<file path="src/verilog/cfcr_pkg.sv">
/*
  Shared constants and types for the charger flag and charge setting bank:
  register offsets, reset values, field positions and scaling figures.
  Assumes nothing of its surroundings; imported by every design file.
*/
package cfcr_pkg;
  // --------------------------------------------------------------
  // serial bus identity and register offsets
  // --------------------------------------------------------------
  // arbitrary target address, not tied to any product
  localparam logic [6:0] I2C_DEV_ADDR = 7'h35;
  localparam logic [7:0] OFS_FLAGS = 8'h02;
  localparam logic [7:0] OFS_VBAT = 8'h03;
  localparam logic [7:0] OFS_ICHG = 8'h04;
  localparam logic [7:0] OFS_CTRL0 = 8'h05;
  localparam logic [7:0] OFS_CTRL1 = 8'h06;
  // --------------------------------------------------------------
  // reset values
  // --------------------------------------------------------------
  localparam logic [7:0] RST_FLAGS = 8'h00;
  localparam logic [7:0] RST_VBAT = 8'h46;
  localparam logic [7:0] RST_ICHG = 8'h05;
  localparam logic [7:0] RST_CTRL0 = 8'h2C;
  localparam logic [7:0] RST_CTRL1 = 8'h56;
  // --------------------------------------------------------------
  // field positions
  // --------------------------------------------------------------
  localparam int FLG_TS = 7;
  localparam int FLG_ILIM = 6;
  localparam int FLG_SYSDPM = 5;
  localparam int FLG_INDPM = 4;
  localparam int FLG_THERM = 3;
  localparam int FLG_OVP = 2;
  localparam int FLG_UV = 1;
  localparam int FLG_OCP = 0;
  localparam int CHARGE_DISABLE_BIT = 7;
  localparam int PRECHG_BIT = 6;
  localparam int TERM_LSB = 4;
  localparam int INREG_LSB = 2;
  localparam int THERM_LSB = 0;
  localparam int OCP_LSB = 6;
  localparam int BUVLO_LSB = 3;
  localparam int MASK_CS_BIT = 2;
  localparam int MASK_ILIM_BIT = 1;
  localparam int MASK_DPM_BIT = 0;
  // --------------------------------------------------------------
  // scaling figures
  // --------------------------------------------------------------
  localparam logic [12:0] VBAT_BASE_MV = 13'hDAC;
  localparam logic [12:0] VBAT_STEP_MV = 13'h00A;
  localparam logic [12:0] VBAT_MAX_MV = 13'h122A;
  localparam logic [10:0] ICHG_OFS_MA = 11'h005;
  localparam logic [10:0] ICHG_KNEE_CODE = 11'h01F;
  localparam logic [10:0] ICHG_KNEE_MA = 11'h028;
  localparam logic [10:0] ICHG_STEP_MA = 11'h00A;
  localparam logic [10:0] ICHG_MAX_MA = 11'h3E8;
  localparam logic [11:0] BUVLO_TOP_MV = 12'hBB8;
  localparam logic [11:0] BUVLO_STEP_MV = 12'h0C8;
  localparam logic [2:0] BUVLO_FLAT_CODE = 3'h2;
  localparam logic [1:0] TERM_OFF = 2'h0;
  localparam logic [1:0] TERM_5PCT = 2'h1;
  localparam logic [1:0] TERM_10PCT = 2'h2;
  // --------------------------------------------------------------
  // types
  // --------------------------------------------------------------
  typedef enum logic [1:0] {
    CS_IDLE = 2'h0, CS_CC = 2'h1, CS_CV = 2'h2, CS_DONE = 2'h3
  } cfcr_chg_state_t;
  typedef enum logic [2:0] {
    S_IDLE = 3'h0, S_ADDR = 3'h1, S_AACK = 3'h3, S_PTR = 3'h2,
    S_WDAT = 3'h6, S_WACK = 3'h7, S_RDAT = 3'h5, S_RACK = 3'h4
  } cfcr_bus_st_t;
endpackage

</file>
<file path="src/verilog/cfcr_calc.sv">
/*
  Turns the raw setting bytes into regulation targets in engineering units.
  Assumes the bytes come from flops on the same clock; all outputs are flops.
*/
`timescale 1ns/10ps
module cfcr_calc (
  // clock, reset, enable
  input wire logic core_clk,
  input wire logic rst_b,
  input wire logic ce,
  // setting bytes
  input wire logic [7:0] vbat_reg,
  input wire logic [7:0] ichg_reg,
  input wire logic [7:0] ctrl0_reg,
  input wire logic [7:0] ctrl1_reg,
  // targets
  output logic [12:0] vbat_mv,
  output logic [9:0] ichg_ma,
  output logic chg_en,
  output logic [10:0] term_x10,
  output logic [11:0] prechg_x10,
  output logic [11:0] uv_mv
);
  import cfcr_pkg::*;
  logic [12:0] vb_c;
  logic [10:0] ic_c;
  logic [10:0] tm_c;
  logic [11:0] uv_c;
  logic [2:0] ucode;

  always_comb
  begin
    vb_c = VBAT_BASE_MV + {6'h00, vbat_reg[6:0]} * VBAT_STEP_MV; // RQ8
    if (vb_c > VBAT_MAX_MV)
      vb_c = VBAT_MAX_MV; // RQ9
    if ({4'h0, ichg_reg[6:0]} < ICHG_KNEE_CODE)
      ic_c = {4'h0, ichg_reg[6:0]} + ICHG_OFS_MA; // RQ10
    else
      ic_c = ICHG_KNEE_MA + ({4'h0, ichg_reg[6:0]} - ICHG_KNEE_CODE) * ICHG_STEP_MA; // RQ11
    if (ic_c > ICHG_MAX_MA)
      ic_c = ICHG_MAX_MA; // RQ12
    // tenths of a milliamp keep the 5 percent step exact to half a count
    case (ctrl0_reg[TERM_LSB +: 2]) // RQ15
      TERM_OFF: tm_c = 11'h000;
      TERM_5PCT: tm_c = {1'b0, ic_c[10:1]};
      TERM_10PCT: tm_c = ic_c;
      default: tm_c = {ic_c[9:0], 1'b0};
    endcase
    ucode = ctrl1_reg[BUVLO_LSB +: 3];
    if (ucode <= BUVLO_FLAT_CODE)
      uv_c = BUVLO_TOP_MV; // RQ16
    else
      uv_c = BUVLO_TOP_MV - {9'h000, 3'(ucode - BUVLO_FLAT_CODE)} * BUVLO_STEP_MV;
  end

  always_ff @(posedge core_clk)
  begin
    if (!rst_b)
    begin
      vbat_mv <= 13'h0000;
      ichg_ma <= 10'h000;
      chg_en <= 1'b0;
      term_x10 <= 11'h000;
      prechg_x10 <= 12'h000;
      uv_mv <= 12'h000;
    end
    else if (ce)
    begin
      vbat_mv <= vb_c;
      ichg_ma <= ic_c[9:0];
      chg_en <= !ichg_reg[CHARGE_DISABLE_BIT]; // RQ13
      term_x10 <= tm_c;
      prechg_x10 <= ctrl0_reg[PRECHG_BIT] ? {1'b0, tm_c} : {tm_c, 1'b0}; // RQ14
      uv_mv <= uv_c;
    end
  end

  a_vbat_code: assert property (@(posedge core_clk) disable iff (!rst_b || !ce) // RQ8
    (VBAT_BASE_MV + {6'h00, vbat_reg[6:0]} * VBAT_STEP_MV <= VBAT_MAX_MV) |=>
    vbat_mv == VBAT_BASE_MV + {6'h00, $past(vbat_reg[6:0])} * VBAT_STEP_MV)
    else $error("battery target does not follow its code");
  a_vbat_cap: assert property (@(posedge core_clk) disable iff (!rst_b || !ce) // RQ9
    vbat_mv <= VBAT_MAX_MV) else $error("battery target above ceiling");
  a_ichg_low: assert property (@(posedge core_clk) disable iff (!rst_b || !ce) // RQ10
    ({4'h0, ichg_reg[6:0]} < ICHG_KNEE_CODE) |=>
    {1'b0, ichg_ma} == {4'h0, $past(ichg_reg[6:0])} + ICHG_OFS_MA)
    else $error("low charge current wrong");
  a_ichg_knee: assert property (@(posedge core_clk) disable iff (!rst_b || !ce) // RQ11
    ({4'h0, ichg_reg[6:0]} == ICHG_KNEE_CODE) |=> {1'b0, ichg_ma} == ICHG_KNEE_MA)
    else $error("charge current at knee wrong");
  a_ichg_cap: assert property (@(posedge core_clk) disable iff (!rst_b || !ce) // RQ12
    {1'b0, ichg_ma} <= ICHG_MAX_MA) else $error("charge current above ceiling");
  a_charge_disable: assert property (@(posedge core_clk) disable iff (!rst_b || !ce) // RQ13
    1'b1 |=> chg_en == !$past(ichg_reg[CHARGE_DISABLE_BIT])) else $error("charge enable wrong");
  a_prechg_ratio: assert property (@(posedge core_clk) disable iff (!rst_b || !ce) // RQ14
    1'b1 |=> prechg_x10 == ($past(ctrl0_reg[PRECHG_BIT]) ? {1'b0, term_x10} :
    {term_x10, 1'b0})) else $error("precharge ratio wrong");
  a_term_off: assert property (@(posedge core_clk) disable iff (!rst_b || !ce) // RQ15
    (ctrl0_reg[TERM_LSB +: 2] == TERM_OFF) |=> term_x10 == 11'h000)
    else $error("termination not disabled");
  a_uv_flat: assert property (@(posedge core_clk) disable iff (!rst_b || !ce) // RQ16
    (ctrl1_reg[BUVLO_LSB +: 3] <= BUVLO_FLAT_CODE) |=> uv_mv == BUVLO_TOP_MV)
    else $error("undervoltage threshold wrong");
endmodule

</file>
<file path="src/verilog/cfcr_regs.sv">
/*
  Charger fault flags and charge setting registers behind a two-wire serial
  target port. Assumes the bus pins and the analog status levels are
  asynchronous to core_clk; the host does the open-drain pull-up.
*/
`timescale 1ns/10ps
// --------------------------------------------------------------
// Function
// [RQ1] thermistor fault latches flag bit 7
// [RQ2] input current limit latches bit 6
// [RQ3] system and input power regulation latch 5,4
// [RQ4] thermal regulation latches bit 3
// [RQ5] input overvoltage latches bit 2
// [RQ6] battery undervoltage latches bit 1
// [RQ7] battery overcurrent latches bit 0
// [RQ8] battery target is base plus code steps
// [RQ9] battery target capped at ceiling
// [RQ10] low codes give code plus offset current
// [RQ11] high codes step ten milliamps past knee
// [RQ12] charge current capped at one amp
// [RQ13] disable bit stops charging
// [RQ14] precharge is twice or equal termination
// [RQ15] termination off, five, ten, twenty percent
// [RQ16] undervoltage threshold flat then falling steps
// [RQ17] charge state change interrupts unless masked
// [RQ18] input limit interrupts unless masked
// [RQ19] one mask gates both regulation interrupts
// [RQ20] charge state codes, disabled reports done
// [RQ21] flag read returns then clears bits
// [RQ22] host keeps reserved bits zero, read-modify-write
// --------------------------------------------------------------
module cfcr_regs (
  // clock, reset, enable
  input wire logic core_clk,
  input wire logic rst_b,
  input wire logic ce,
  // serial bus pins
  input wire logic scl_i,
  input wire logic sda_i,
  output logic sda_o,
  output logic sda_oe,
  // analog status levels
  input wire logic thermistor_fault,
  input wire logic input_limit_active,
  input wire logic sys_power_regulation,
  input wire logic input_voltage_regulation,
  input wire logic thermal_regulation,
  input wire logic input_overvoltage,
  input wire logic battery_undervoltage,
  input wire logic battery_overcurrent,
  input wire logic [1:0] charge_state_in,
  // regulation targets
  output logic [12:0] battery_voltage_mv,
  output logic [9:0] charge_current_ma,
  output logic charge_enable,
  output logic [10:0] term_current_x10,
  output logic [11:0] precharge_current_x10,
  output logic [11:0] undervoltage_mv,
  output logic [1:0] input_regulation_level,
  output logic [1:0] thermal_threshold_select,
  output logic [1:0] discharge_limit_select,
  // status
  output cfcr_pkg::cfcr_chg_state_t charge_state_code,
  output logic status_irq
);
  import cfcr_pkg::*;

  // --------------------------------------------------------------
  // pin synchronisers
  // --------------------------------------------------------------
  logic [11:0] pin_raw;
  logic [11:0] pin_s1_r;
  logic [11:0] pin_s2_r;
  logic scl_d_r;
  logic sda_d_r;
  logic scl_s;
  logic sda_s;
  logic [7:0] ev_s;
  logic [7:0] ev_d_r;

  assign pin_raw = {scl_i, sda_i, charge_state_in, thermistor_fault,
    input_limit_active, sys_power_regulation, input_voltage_regulation,
    thermal_regulation, input_overvoltage, battery_undervoltage,
    battery_overcurrent};
  assign scl_s = pin_s2_r[11];
  assign sda_s = pin_s2_r[10];
  assign ev_s = pin_s2_r[7:0];

  always_ff @(posedge core_clk)
  begin
    if (!rst_b)
    begin
      pin_s1_r <= 12'hC00;
      pin_s2_r <= 12'hC00;
      scl_d_r <= 1'b1;
      sda_d_r <= 1'b1;
      ev_d_r <= 8'h00;
    end
    else if (ce)
    begin
      pin_s1_r <= pin_raw;
      pin_s2_r <= pin_s1_r;
      scl_d_r <= scl_s;
      sda_d_r <= sda_s;
      ev_d_r <= ev_s;
    end
  end

  // --------------------------------------------------------------
  // bus framing
  // --------------------------------------------------------------
  cfcr_bus_st_t st_r;
  logic [3:0] cnt_r;
  logic [7:0] sh_r;
  logic nack_r;
  logic [7:0] ptr_r;
  logic [7:0] rd_byte;
  logic start_w;
  logic stop_w;
  logic rise_w;
  logic fall_w;
  logic byte_w;
  logic ptr_w;
  logic wr_w;
  logic ld_w;

  assign start_w = scl_s && scl_d_r && sda_d_r && !sda_s;
  assign stop_w = scl_s && scl_d_r && !sda_d_r && sda_s;
  assign rise_w = scl_s && !scl_d_r;
  assign fall_w = !scl_s && scl_d_r;
  assign byte_w = (cnt_r == 4'h8);
  assign ptr_w = fall_w && byte_w && (st_r == S_PTR);
  assign wr_w = fall_w && byte_w && (st_r == S_WDAT);
  assign ld_w = fall_w && (((st_r == S_AACK) && sh_r[0]) ||
    ((st_r == S_RACK) && !nack_r));

  always_ff @(posedge core_clk)
  begin
    if (!rst_b)
    begin
      st_r <= S_IDLE;
      cnt_r <= 4'h0;
      sh_r <= 8'h00;
      nack_r <= 1'b0;
    end
    else if (ce)
    begin
      if (start_w)
      begin
        st_r <= S_ADDR;
        cnt_r <= 4'h0;
      end
      else if (stop_w)
        st_r <= S_IDLE;
      else
        case (st_r)
          S_ADDR, S_PTR, S_WDAT:
            if (rise_w)
            begin
              sh_r <= {sh_r[6:0], sda_s};
              cnt_r <= cnt_r + 4'h1;
            end
            else if (fall_w && byte_w)
            begin
              cnt_r <= 4'h0;
              if (st_r != S_ADDR)
                st_r <= S_WACK;
              else if (sh_r[7:1] == I2C_DEV_ADDR)
                st_r <= S_AACK;
              else
                st_r <= S_IDLE;
            end
          S_AACK:
            if (fall_w)
            begin
              if (sh_r[0])
              begin
                st_r <= S_RDAT;
                sh_r <= rd_byte;
              end
              else
                st_r <= S_PTR;
            end
          S_WACK:
            if (fall_w)
              st_r <= S_WDAT;
          S_RDAT:
            if (fall_w)
            begin
              sh_r <= {sh_r[6:0], 1'b0};
              cnt_r <= cnt_r + 4'h1;
              if (cnt_r == 4'h7)
              begin
                st_r <= S_RACK;
                cnt_r <= 4'h0;
              end
            end
          S_RACK:
            if (rise_w)
              nack_r <= sda_s;
            else if (fall_w)
            begin
              if (nack_r)
                st_r <= S_IDLE;
              else
              begin
                st_r <= S_RDAT;
                sh_r <= rd_byte;
              end
            end
          default:
            st_r <= S_IDLE;
        endcase
    end
  end

  // pointer auto-increments after each data byte written or loaded so bursts walk the bank
  always_ff @(posedge core_clk)
  begin
    if (!rst_b)
      ptr_r <= 8'h00;
    else if (ce)
    begin
      if (ptr_w)
        ptr_r <= sh_r;
      else if (wr_w || ld_w)
        ptr_r <= ptr_r + 8'h01;
    end
  end

  // open drain: only ever pull low, released two core cycles after the synchronised scl falls
  always_ff @(posedge core_clk)
  begin
    if (!rst_b)
    begin
      sda_o <= 1'b0;
      sda_oe <= 1'b0;
    end
    else if (ce)
    begin
      sda_o <= 1'b0;
      sda_oe <= (st_r == S_AACK) || (st_r == S_WACK) ||
        ((st_r == S_RDAT) && !sh_r[7]);
    end
  end

  // --------------------------------------------------------------
  // register bank
  // --------------------------------------------------------------
  logic [7:0] flags_r;
  logic [7:0] vbat_r;
  logic [7:0] ichg_r;
  logic [7:0] ctrl0_r;
  logic [7:0] ctrl1_r;
  logic [7:0] flag_clr;

  // reserved bits are stored as written; unmapped writes are dropped
  always_ff @(posedge core_clk)
  begin
    if (!rst_b)
    begin
      vbat_r <= RST_VBAT;
      ichg_r <= RST_ICHG;
      ctrl0_r <= RST_CTRL0;
      ctrl1_r <= RST_CTRL1;
    end
    else if (ce && wr_w)
    begin
      case (ptr_r)
        OFS_VBAT: vbat_r <= sh_r;
        OFS_ICHG: ichg_r <= sh_r;
        OFS_CTRL0: ctrl0_r <= sh_r;
        OFS_CTRL1: ctrl1_r <= sh_r;
        default: vbat_r <= vbat_r;
      endcase
    end
  end

  always_comb
  begin
    case (ptr_r)
      OFS_FLAGS: rd_byte = flags_r;
      OFS_VBAT: rd_byte = vbat_r;
      OFS_ICHG: rd_byte = ichg_r;
      OFS_CTRL0: rd_byte = ctrl0_r;
      OFS_CTRL1: rd_byte = ctrl1_r;
      default: rd_byte = 8'h00;
    endcase
  end

  // clear on load into the shifter; an event in that cycle still sets
  assign flag_clr = (ld_w && (ptr_r == OFS_FLAGS)) ? 8'hFF : 8'h00; // RQ21

  always_ff @(posedge core_clk)
  begin
    if (!rst_b)
      flags_r <= RST_FLAGS;
    else if (ce)
      flags_r <= (flags_r & ~flag_clr) | ev_s; // RQ1 RQ2 RQ3 RQ4 RQ5 RQ6 RQ7
  end

  // --------------------------------------------------------------
  // charge state and interrupt
  // --------------------------------------------------------------
  cfcr_chg_state_t cs_eff;
  logic irq_nxt;

  // host disable overrides what the analog side reports
  assign cs_eff = ichg_r[CHARGE_DISABLE_BIT] ? CS_DONE : cfcr_chg_state_t'(pin_s2_r[9:8]); // RQ20

  always_comb
  begin
    irq_nxt = (cs_eff != charge_state_code) && !ctrl1_r[MASK_CS_BIT]; // RQ17
    if (ev_s[FLG_ILIM] && !ev_d_r[FLG_ILIM] && !ctrl1_r[MASK_ILIM_BIT]) // RQ18
      irq_nxt = 1'b1;
    if ((|(ev_s[FLG_SYSDPM:FLG_INDPM] & ~ev_d_r[FLG_SYSDPM:FLG_INDPM])) &&
      !ctrl1_r[MASK_DPM_BIT]) // RQ19
      irq_nxt = 1'b1;
  end

  always_ff @(posedge core_clk)
  begin
    if (!rst_b)
    begin
      charge_state_code <= CS_IDLE;
      status_irq <= 1'b0;
    end
    else if (ce)
    begin
      charge_state_code <= cs_eff;
      status_irq <= irq_nxt;
    end
  end

  // raw field outputs come straight from the setting flops
  assign input_regulation_level = ctrl0_r[INREG_LSB +: 2];
  assign thermal_threshold_select = ctrl0_r[THERM_LSB +: 2];
  assign discharge_limit_select = ctrl1_r[OCP_LSB +: 2];

  cfcr_calc u_calc (
    .core_clk(core_clk),
    .rst_b(rst_b),
    .ce(ce),
    .vbat_reg(vbat_r),
    .ichg_reg(ichg_r),
    .ctrl0_reg(ctrl0_r),
    .ctrl1_reg(ctrl1_r),
    .vbat_mv(battery_voltage_mv),
    .ichg_ma(charge_current_ma),
    .chg_en(charge_enable),
    .term_x10(term_current_x10),
    .prechg_x10(precharge_current_x10),
    .uv_mv(undervoltage_mv)
  );

  // --------------------------------------------------------------
  // checks
  // --------------------------------------------------------------
  a_ts_latch: assert property (@(posedge core_clk) disable iff (!rst_b || !ce) // RQ1
    ev_s[FLG_TS] |=> flags_r[FLG_TS]) else $error("thermistor flag not set");
  a_ilim_latch: assert property (@(posedge core_clk) disable iff (!rst_b || !ce) // RQ2
    ev_s[FLG_ILIM] |=> flags_r[FLG_ILIM]) else $error("input limit flag not set");
  a_dpm_latch: assert property (@(posedge core_clk) disable iff (!rst_b || !ce) // RQ3
    1'b1 |=> (flags_r[5:4] & $past(ev_s[5:4])) == $past(ev_s[5:4]))
    else $error("regulation flag not set");
  a_therm_latch: assert property (@(posedge core_clk) disable iff (!rst_b || !ce) // RQ4
    ev_s[FLG_THERM] |=> flags_r[FLG_THERM]) else $error("thermal flag not set");
  a_ovp_latch: assert property (@(posedge core_clk) disable iff (!rst_b || !ce) // RQ5
    ev_s[FLG_OVP] |=> flags_r[FLG_OVP]) else $error("overvoltage flag not set");
  a_uv_latch: assert property (@(posedge core_clk) disable iff (!rst_b || !ce) // RQ6
    ev_s[FLG_UV] |=> flags_r[FLG_UV]) else $error("undervoltage flag not set");
  a_ocp_latch: assert property (@(posedge core_clk) disable iff (!rst_b || !ce) // RQ7
    ev_s[FLG_OCP] |=> flags_r[FLG_OCP]) else $error("overcurrent flag not set");
  a_flag_rdclr: assert property (@(posedge core_clk) disable iff (!rst_b || !ce) // RQ21
    (ld_w && (ptr_r == OFS_FLAGS) && (ev_s == 8'h00)) |=>
    (flags_r == 8'h00) && (sh_r == $past(flags_r))) else $error("flag read-clear wrong");
  a_cs_irq: assert property (@(posedge core_clk) disable iff (!rst_b || !ce) // RQ17
    ((cs_eff != charge_state_code) && !ctrl1_r[MASK_CS_BIT]) |=> status_irq)
    else $error("state change interrupt missing");
  a_ilim_irq: assert property (@(posedge core_clk) disable iff (!rst_b || !ce) // RQ18
    (ev_s[FLG_ILIM] && !ev_d_r[FLG_ILIM] && !ctrl1_r[MASK_ILIM_BIT]) |=> status_irq)
    else $error("input limit interrupt missing");
  a_irq_masked: assert property (@(posedge core_clk) disable iff (!rst_b || !ce) // RQ19
    (ctrl1_r[2:0] == 3'h7) |=> !status_irq) else $error("masked interrupt raised");
  a_done_state: assert property (@(posedge core_clk) disable iff (!rst_b || !ce) // RQ20
    ichg_r[CHARGE_DISABLE_BIT] |=> charge_state_code == CS_DONE)
    else $error("disabled charge not reported done");
endmodule

</file>
<file path="config.mk">
export PLATFORM = sky130hd
export DESIGN_NAME = cfcr_regs
export DESIGN_NICKNAME = d
export VERILOG_FILES = /design/src/verilog/cfcr_pkg.sv /design/src/verilog/cfcr_calc.sv /design/src/verilog/cfcr_regs.sv
export SDC_FILE = /design/constraint.sdc
export NUM_CORES = 1
export LEC_CHECK = 0
export ABC_CLOCK_PERIOD_IN_PS = 4600
export BUFFER_PORTS_ARGS = -buffer_cell sky130_fd_sc_hd__buf_4
export CORE_ASPECT_RATIO = 1.75
export CORE_MARGIN = 5
export CORE_UTILIZATION = 30
export CTS_CLUSTER_DIAMETER = 120
export DETAILED_ROUTE_END_ITERATION = 10
export PLACE_DENSITY = 0.52
export SETUP_SLACK_MARGIN = 0.05
export SYNTH_ARGS = -nofsm -noshare
export SYNTH_HDL_FRONTEND = slang
export SYNTH_SLANG_ARGS = --single-unit
</file>
<file path="constraint.sdc">
create_clock -name core_clk -period 4.6 [get_ports core_clk]
set_clock_uncertainty 0.05 [all_clocks]
set_input_delay 0.69 -clock core_clk [delete_from_list [all_inputs] [get_ports core_clk]]
set_output_delay 0.69 -clock core_clk [all_outputs]
set_load 0.1 [all_outputs]
</file>
==> impl_metrics.ini <==
[worst_setup_path]
cp.required_ns = 4.89
path_class = reg -> reg
cp-start-kind = flop
rr_worst_depth = 14
crit_path_max_fanout = 12
crit_arrival_ns = 4.56
endpoint_kind = flop

[die]
fp.dieArea_um2 = 31600
fp-row-count = 81
coreArea_um2 = 27900
die_w_um = 137
initial_core_util_pct = 30.2
io_pins = 85
die_h_um = 232

[outcome]
status = finished clean

[sta]
slew_violations = 0
slew_headroom_pct = 24.5
tightestPinTransition_ns = 1.13
fin_hold_ws_ns = 0.410
hold_viol = 0
max_freq_mhz = 234
period_share_pct = 92.9
rsz0062_at_grt = false
setup_violations = 0
tns_ns = 0
period_needed_ns = 4.27

[global_route]
grt_pass1_wl_um = 37300
track_usage_pct = 15.0
grt_max_degree = 56
grt_overflow = 0
grt_pass1_vias = 6901
antenna_found_initial = 0

[route]
top_layer = met4
wl_met1_um = 9560
drtIter0Drc = 442
via_count = 7263
ant_nets = 0
viasPerCell = 5.11
wl_per_cell_um = 16.7
wl_met3_um = 671
wl_met2_um = 12800
drt_pass1_iterations = 5
drc = 0
wl_um = 23800

[placed_design]
port_buffers = 79
globalplace.congestion = 0.864
dp_hpwl_um = 17300

[synth]
yosys.area_share.simple_pct = 19.0
synth-compound-area-share_pct = 22.2
netlist_instances = 994
synthMuxAreaShare_pct = 7.52
synth_top_family_by_area = compound AO/OA/AOI/OAI gates
synth_edf_count = 0
ys_ff_latch = 151
ys_types = 87
synth-xor-area-share_pct = 3.14
synth_area_um2 = 8420
seq_area_frac_synth_pct = 35.9
synthAdderAreaFrac_pct = 6.84
synthArstFlopShare_pct = 0
synthFlopType = dfxtp_1
syn_area_per_cell_um2 = 8.47
ys_warn_count = 0

[clock_tree]
cts_tree = built
clk_latency_ns = 0.44
clkTransAtPathRegs_ns = 0.07
cts_root_buffer = clkbuf_16
htree_levels = 4
cts_hold_buf = 0
cts_buffers = 17
clockBufferDepth = 2
cts_sinks = 151

[finish]
drive_gt1_share_pct = 15.5
syn2layout_area_growth_pct = 17.7
final_common_cell = dfxtp_1
fill_cells = 2977
antenna_cells = 0
fin_nets = 1095
final_cell_mix = dfxtp_1 (150), nor2_1 (124), buf_4 (91)

[power]
power_leakage_nw = 3.83
ir_worst_vdd_uv = 260
power.share.clock_pct = 46.9
power.internal_mw = 2.26
sw_frac_of_total_pct = 27.1
p_seq_share_pct = 43.7
pwr_density_cell_nw_per_um2 = 314
p_sw_mw = 0.843
pwr-share-comb_pct = 9.4

[min_path]
min_path_type = reg -> reg
whs_path_depth = 2

[job]
drv_cap = 0
-- per-stage QoR --
stage	cell area [um2]	utilization (%)	cells	worst slack, ns	power, mW
detailed placement	9240	33.2	1386	0.329	1.68
finish	9910	35.6	1422	0.328	3.11
global placement	9240	33.2	1386	0.396	1.68
global route	9910	35.6	1422	0.0441	3.21
CTS	9850	35.3	1418	0.322	3.15
floorplan	8430	-	998	0.835	1.62
-- metal layers --
metal  track usage [%]  vias up
met5                 0        -
met4              6.43        0
met3              2.45       49
met2              27.8      148
met1              16.6     3415
li1                  -     3651
-- cell usage after synthesis (24+ instances only) --
cell type,number,area [um2]
nor2_1,124,465
dfxtp_1,151,3020
ha_1,42,526
a21oi_1,74,370
mux2i_1,61,611
inv_1,26,97.6
o21ai_0,41,205
a22oi_1,24,180
a211oi_1,26,195
clkbuf_1,47,176
nand3_1,29,145
nand2_1,78,293
-- power by group through the flow --
stage / clock network, mW / registers, mW / logic, mW
final: 1.46 / 1.36 / 0.292
after CTS: 1.49 / 1.36 / 0.296
after floorplan: 0 / 1.51 / 0.110
after detailed placement: 0 / 1.39 / 0.296
after global placement: 0 / 1.39 / 0.295
after global routing: 1.54 / 1.36 / 0.309
-- kinds of logic (layout without fill, tap and decap cells) --
| family | Yosys count | after routing |
|---|---|---|
| other | 1 | 5 |
| and+or+nand+nor | 331 | 331 |
| buffers and inverters | 102 | 153 |
| AOI/OAI and AO/OA | 274 | 274 |
| xor gates and xnor gates | 27 | 27 |
| muxes | 63 | 63 |
| DFF | 151 | 151 |
| adders and majority gates | 45 | 45 |
-- timing repair --
item                                    CTS  global route
gates resized for setup                   0             4
endpoints found under the setup margin    0            13
buffers inserted                          0             4
-- worst max-delay path, stage by stage (launching register included) --
cell      delay, ns
dfxtp_1        0.53
nand3_1        0.14
xnor2_1        0.24
ha_1           0.29
ha_1           0.24
fa_1           0.50
a211o_1        0.33
a21oi_2        0.29
o211a_1        0.25
o211ai_1       0.13
nor4_4         0.46
buf_4          0.21
o31ai_1        0.07
o311a_1        0.22
a211oi_1       0.23
-- final timing paths --
kind | from | end | slack [ns]
min | ev_d_r[5]$_SDFFE_PN0P_ | ev_d_r[5]$_SDFFE_PN0P_ | 0.41
max reg2reg | ichg_r[2]$_SDFFE_PN1P_ | u_calc.term_x10[4]$_SDFFE_PN0P_ | 0.33
min reg2reg | ev_d_r[5]$_SDFFE_PN0P_ | ev_d_r[5]$_SDFFE_PN0P_ | 0.41
max | ichg_r[2]$_SDFFE_PN1P_ | u_calc.term_x10[4]$_SDFFE_PN0P_ | 0.33
-- area by class of cell --
cell class                 count  area (um2)  area share (%)
clock inverter                12         165            1.67
multi-input combinational    745        4990            50.3
inverter                      28         106            1.07
clock buffer                  20         437            4.41
sequential                   151        3020            30.5
tap                          373         467            4.71
timing repair buffer          93         723            7.30
-- flip-flops by register name, summed over array words and instances, names as in the netlist, 2 cells and up --
name               flops
sh_r                   8
ptr_r                  8
pin_s1_r              12
u_calc.vbat_mv        12
charge_state_code      2
ev_d_r                 3
u_calc.term_x10       11
pin_s2_r              12
ctrl1_r                8
u_calc.uv_mv           8
vbat_r                 8
ctrl0_r                8
ichg_r                 8
cnt_r                  4
st_r                   3
flags_r                8
u_calc.prechg_x10     12
u_calc.ichg_ma        10
No activity file was read; power rests on OpenSTA's default activity.
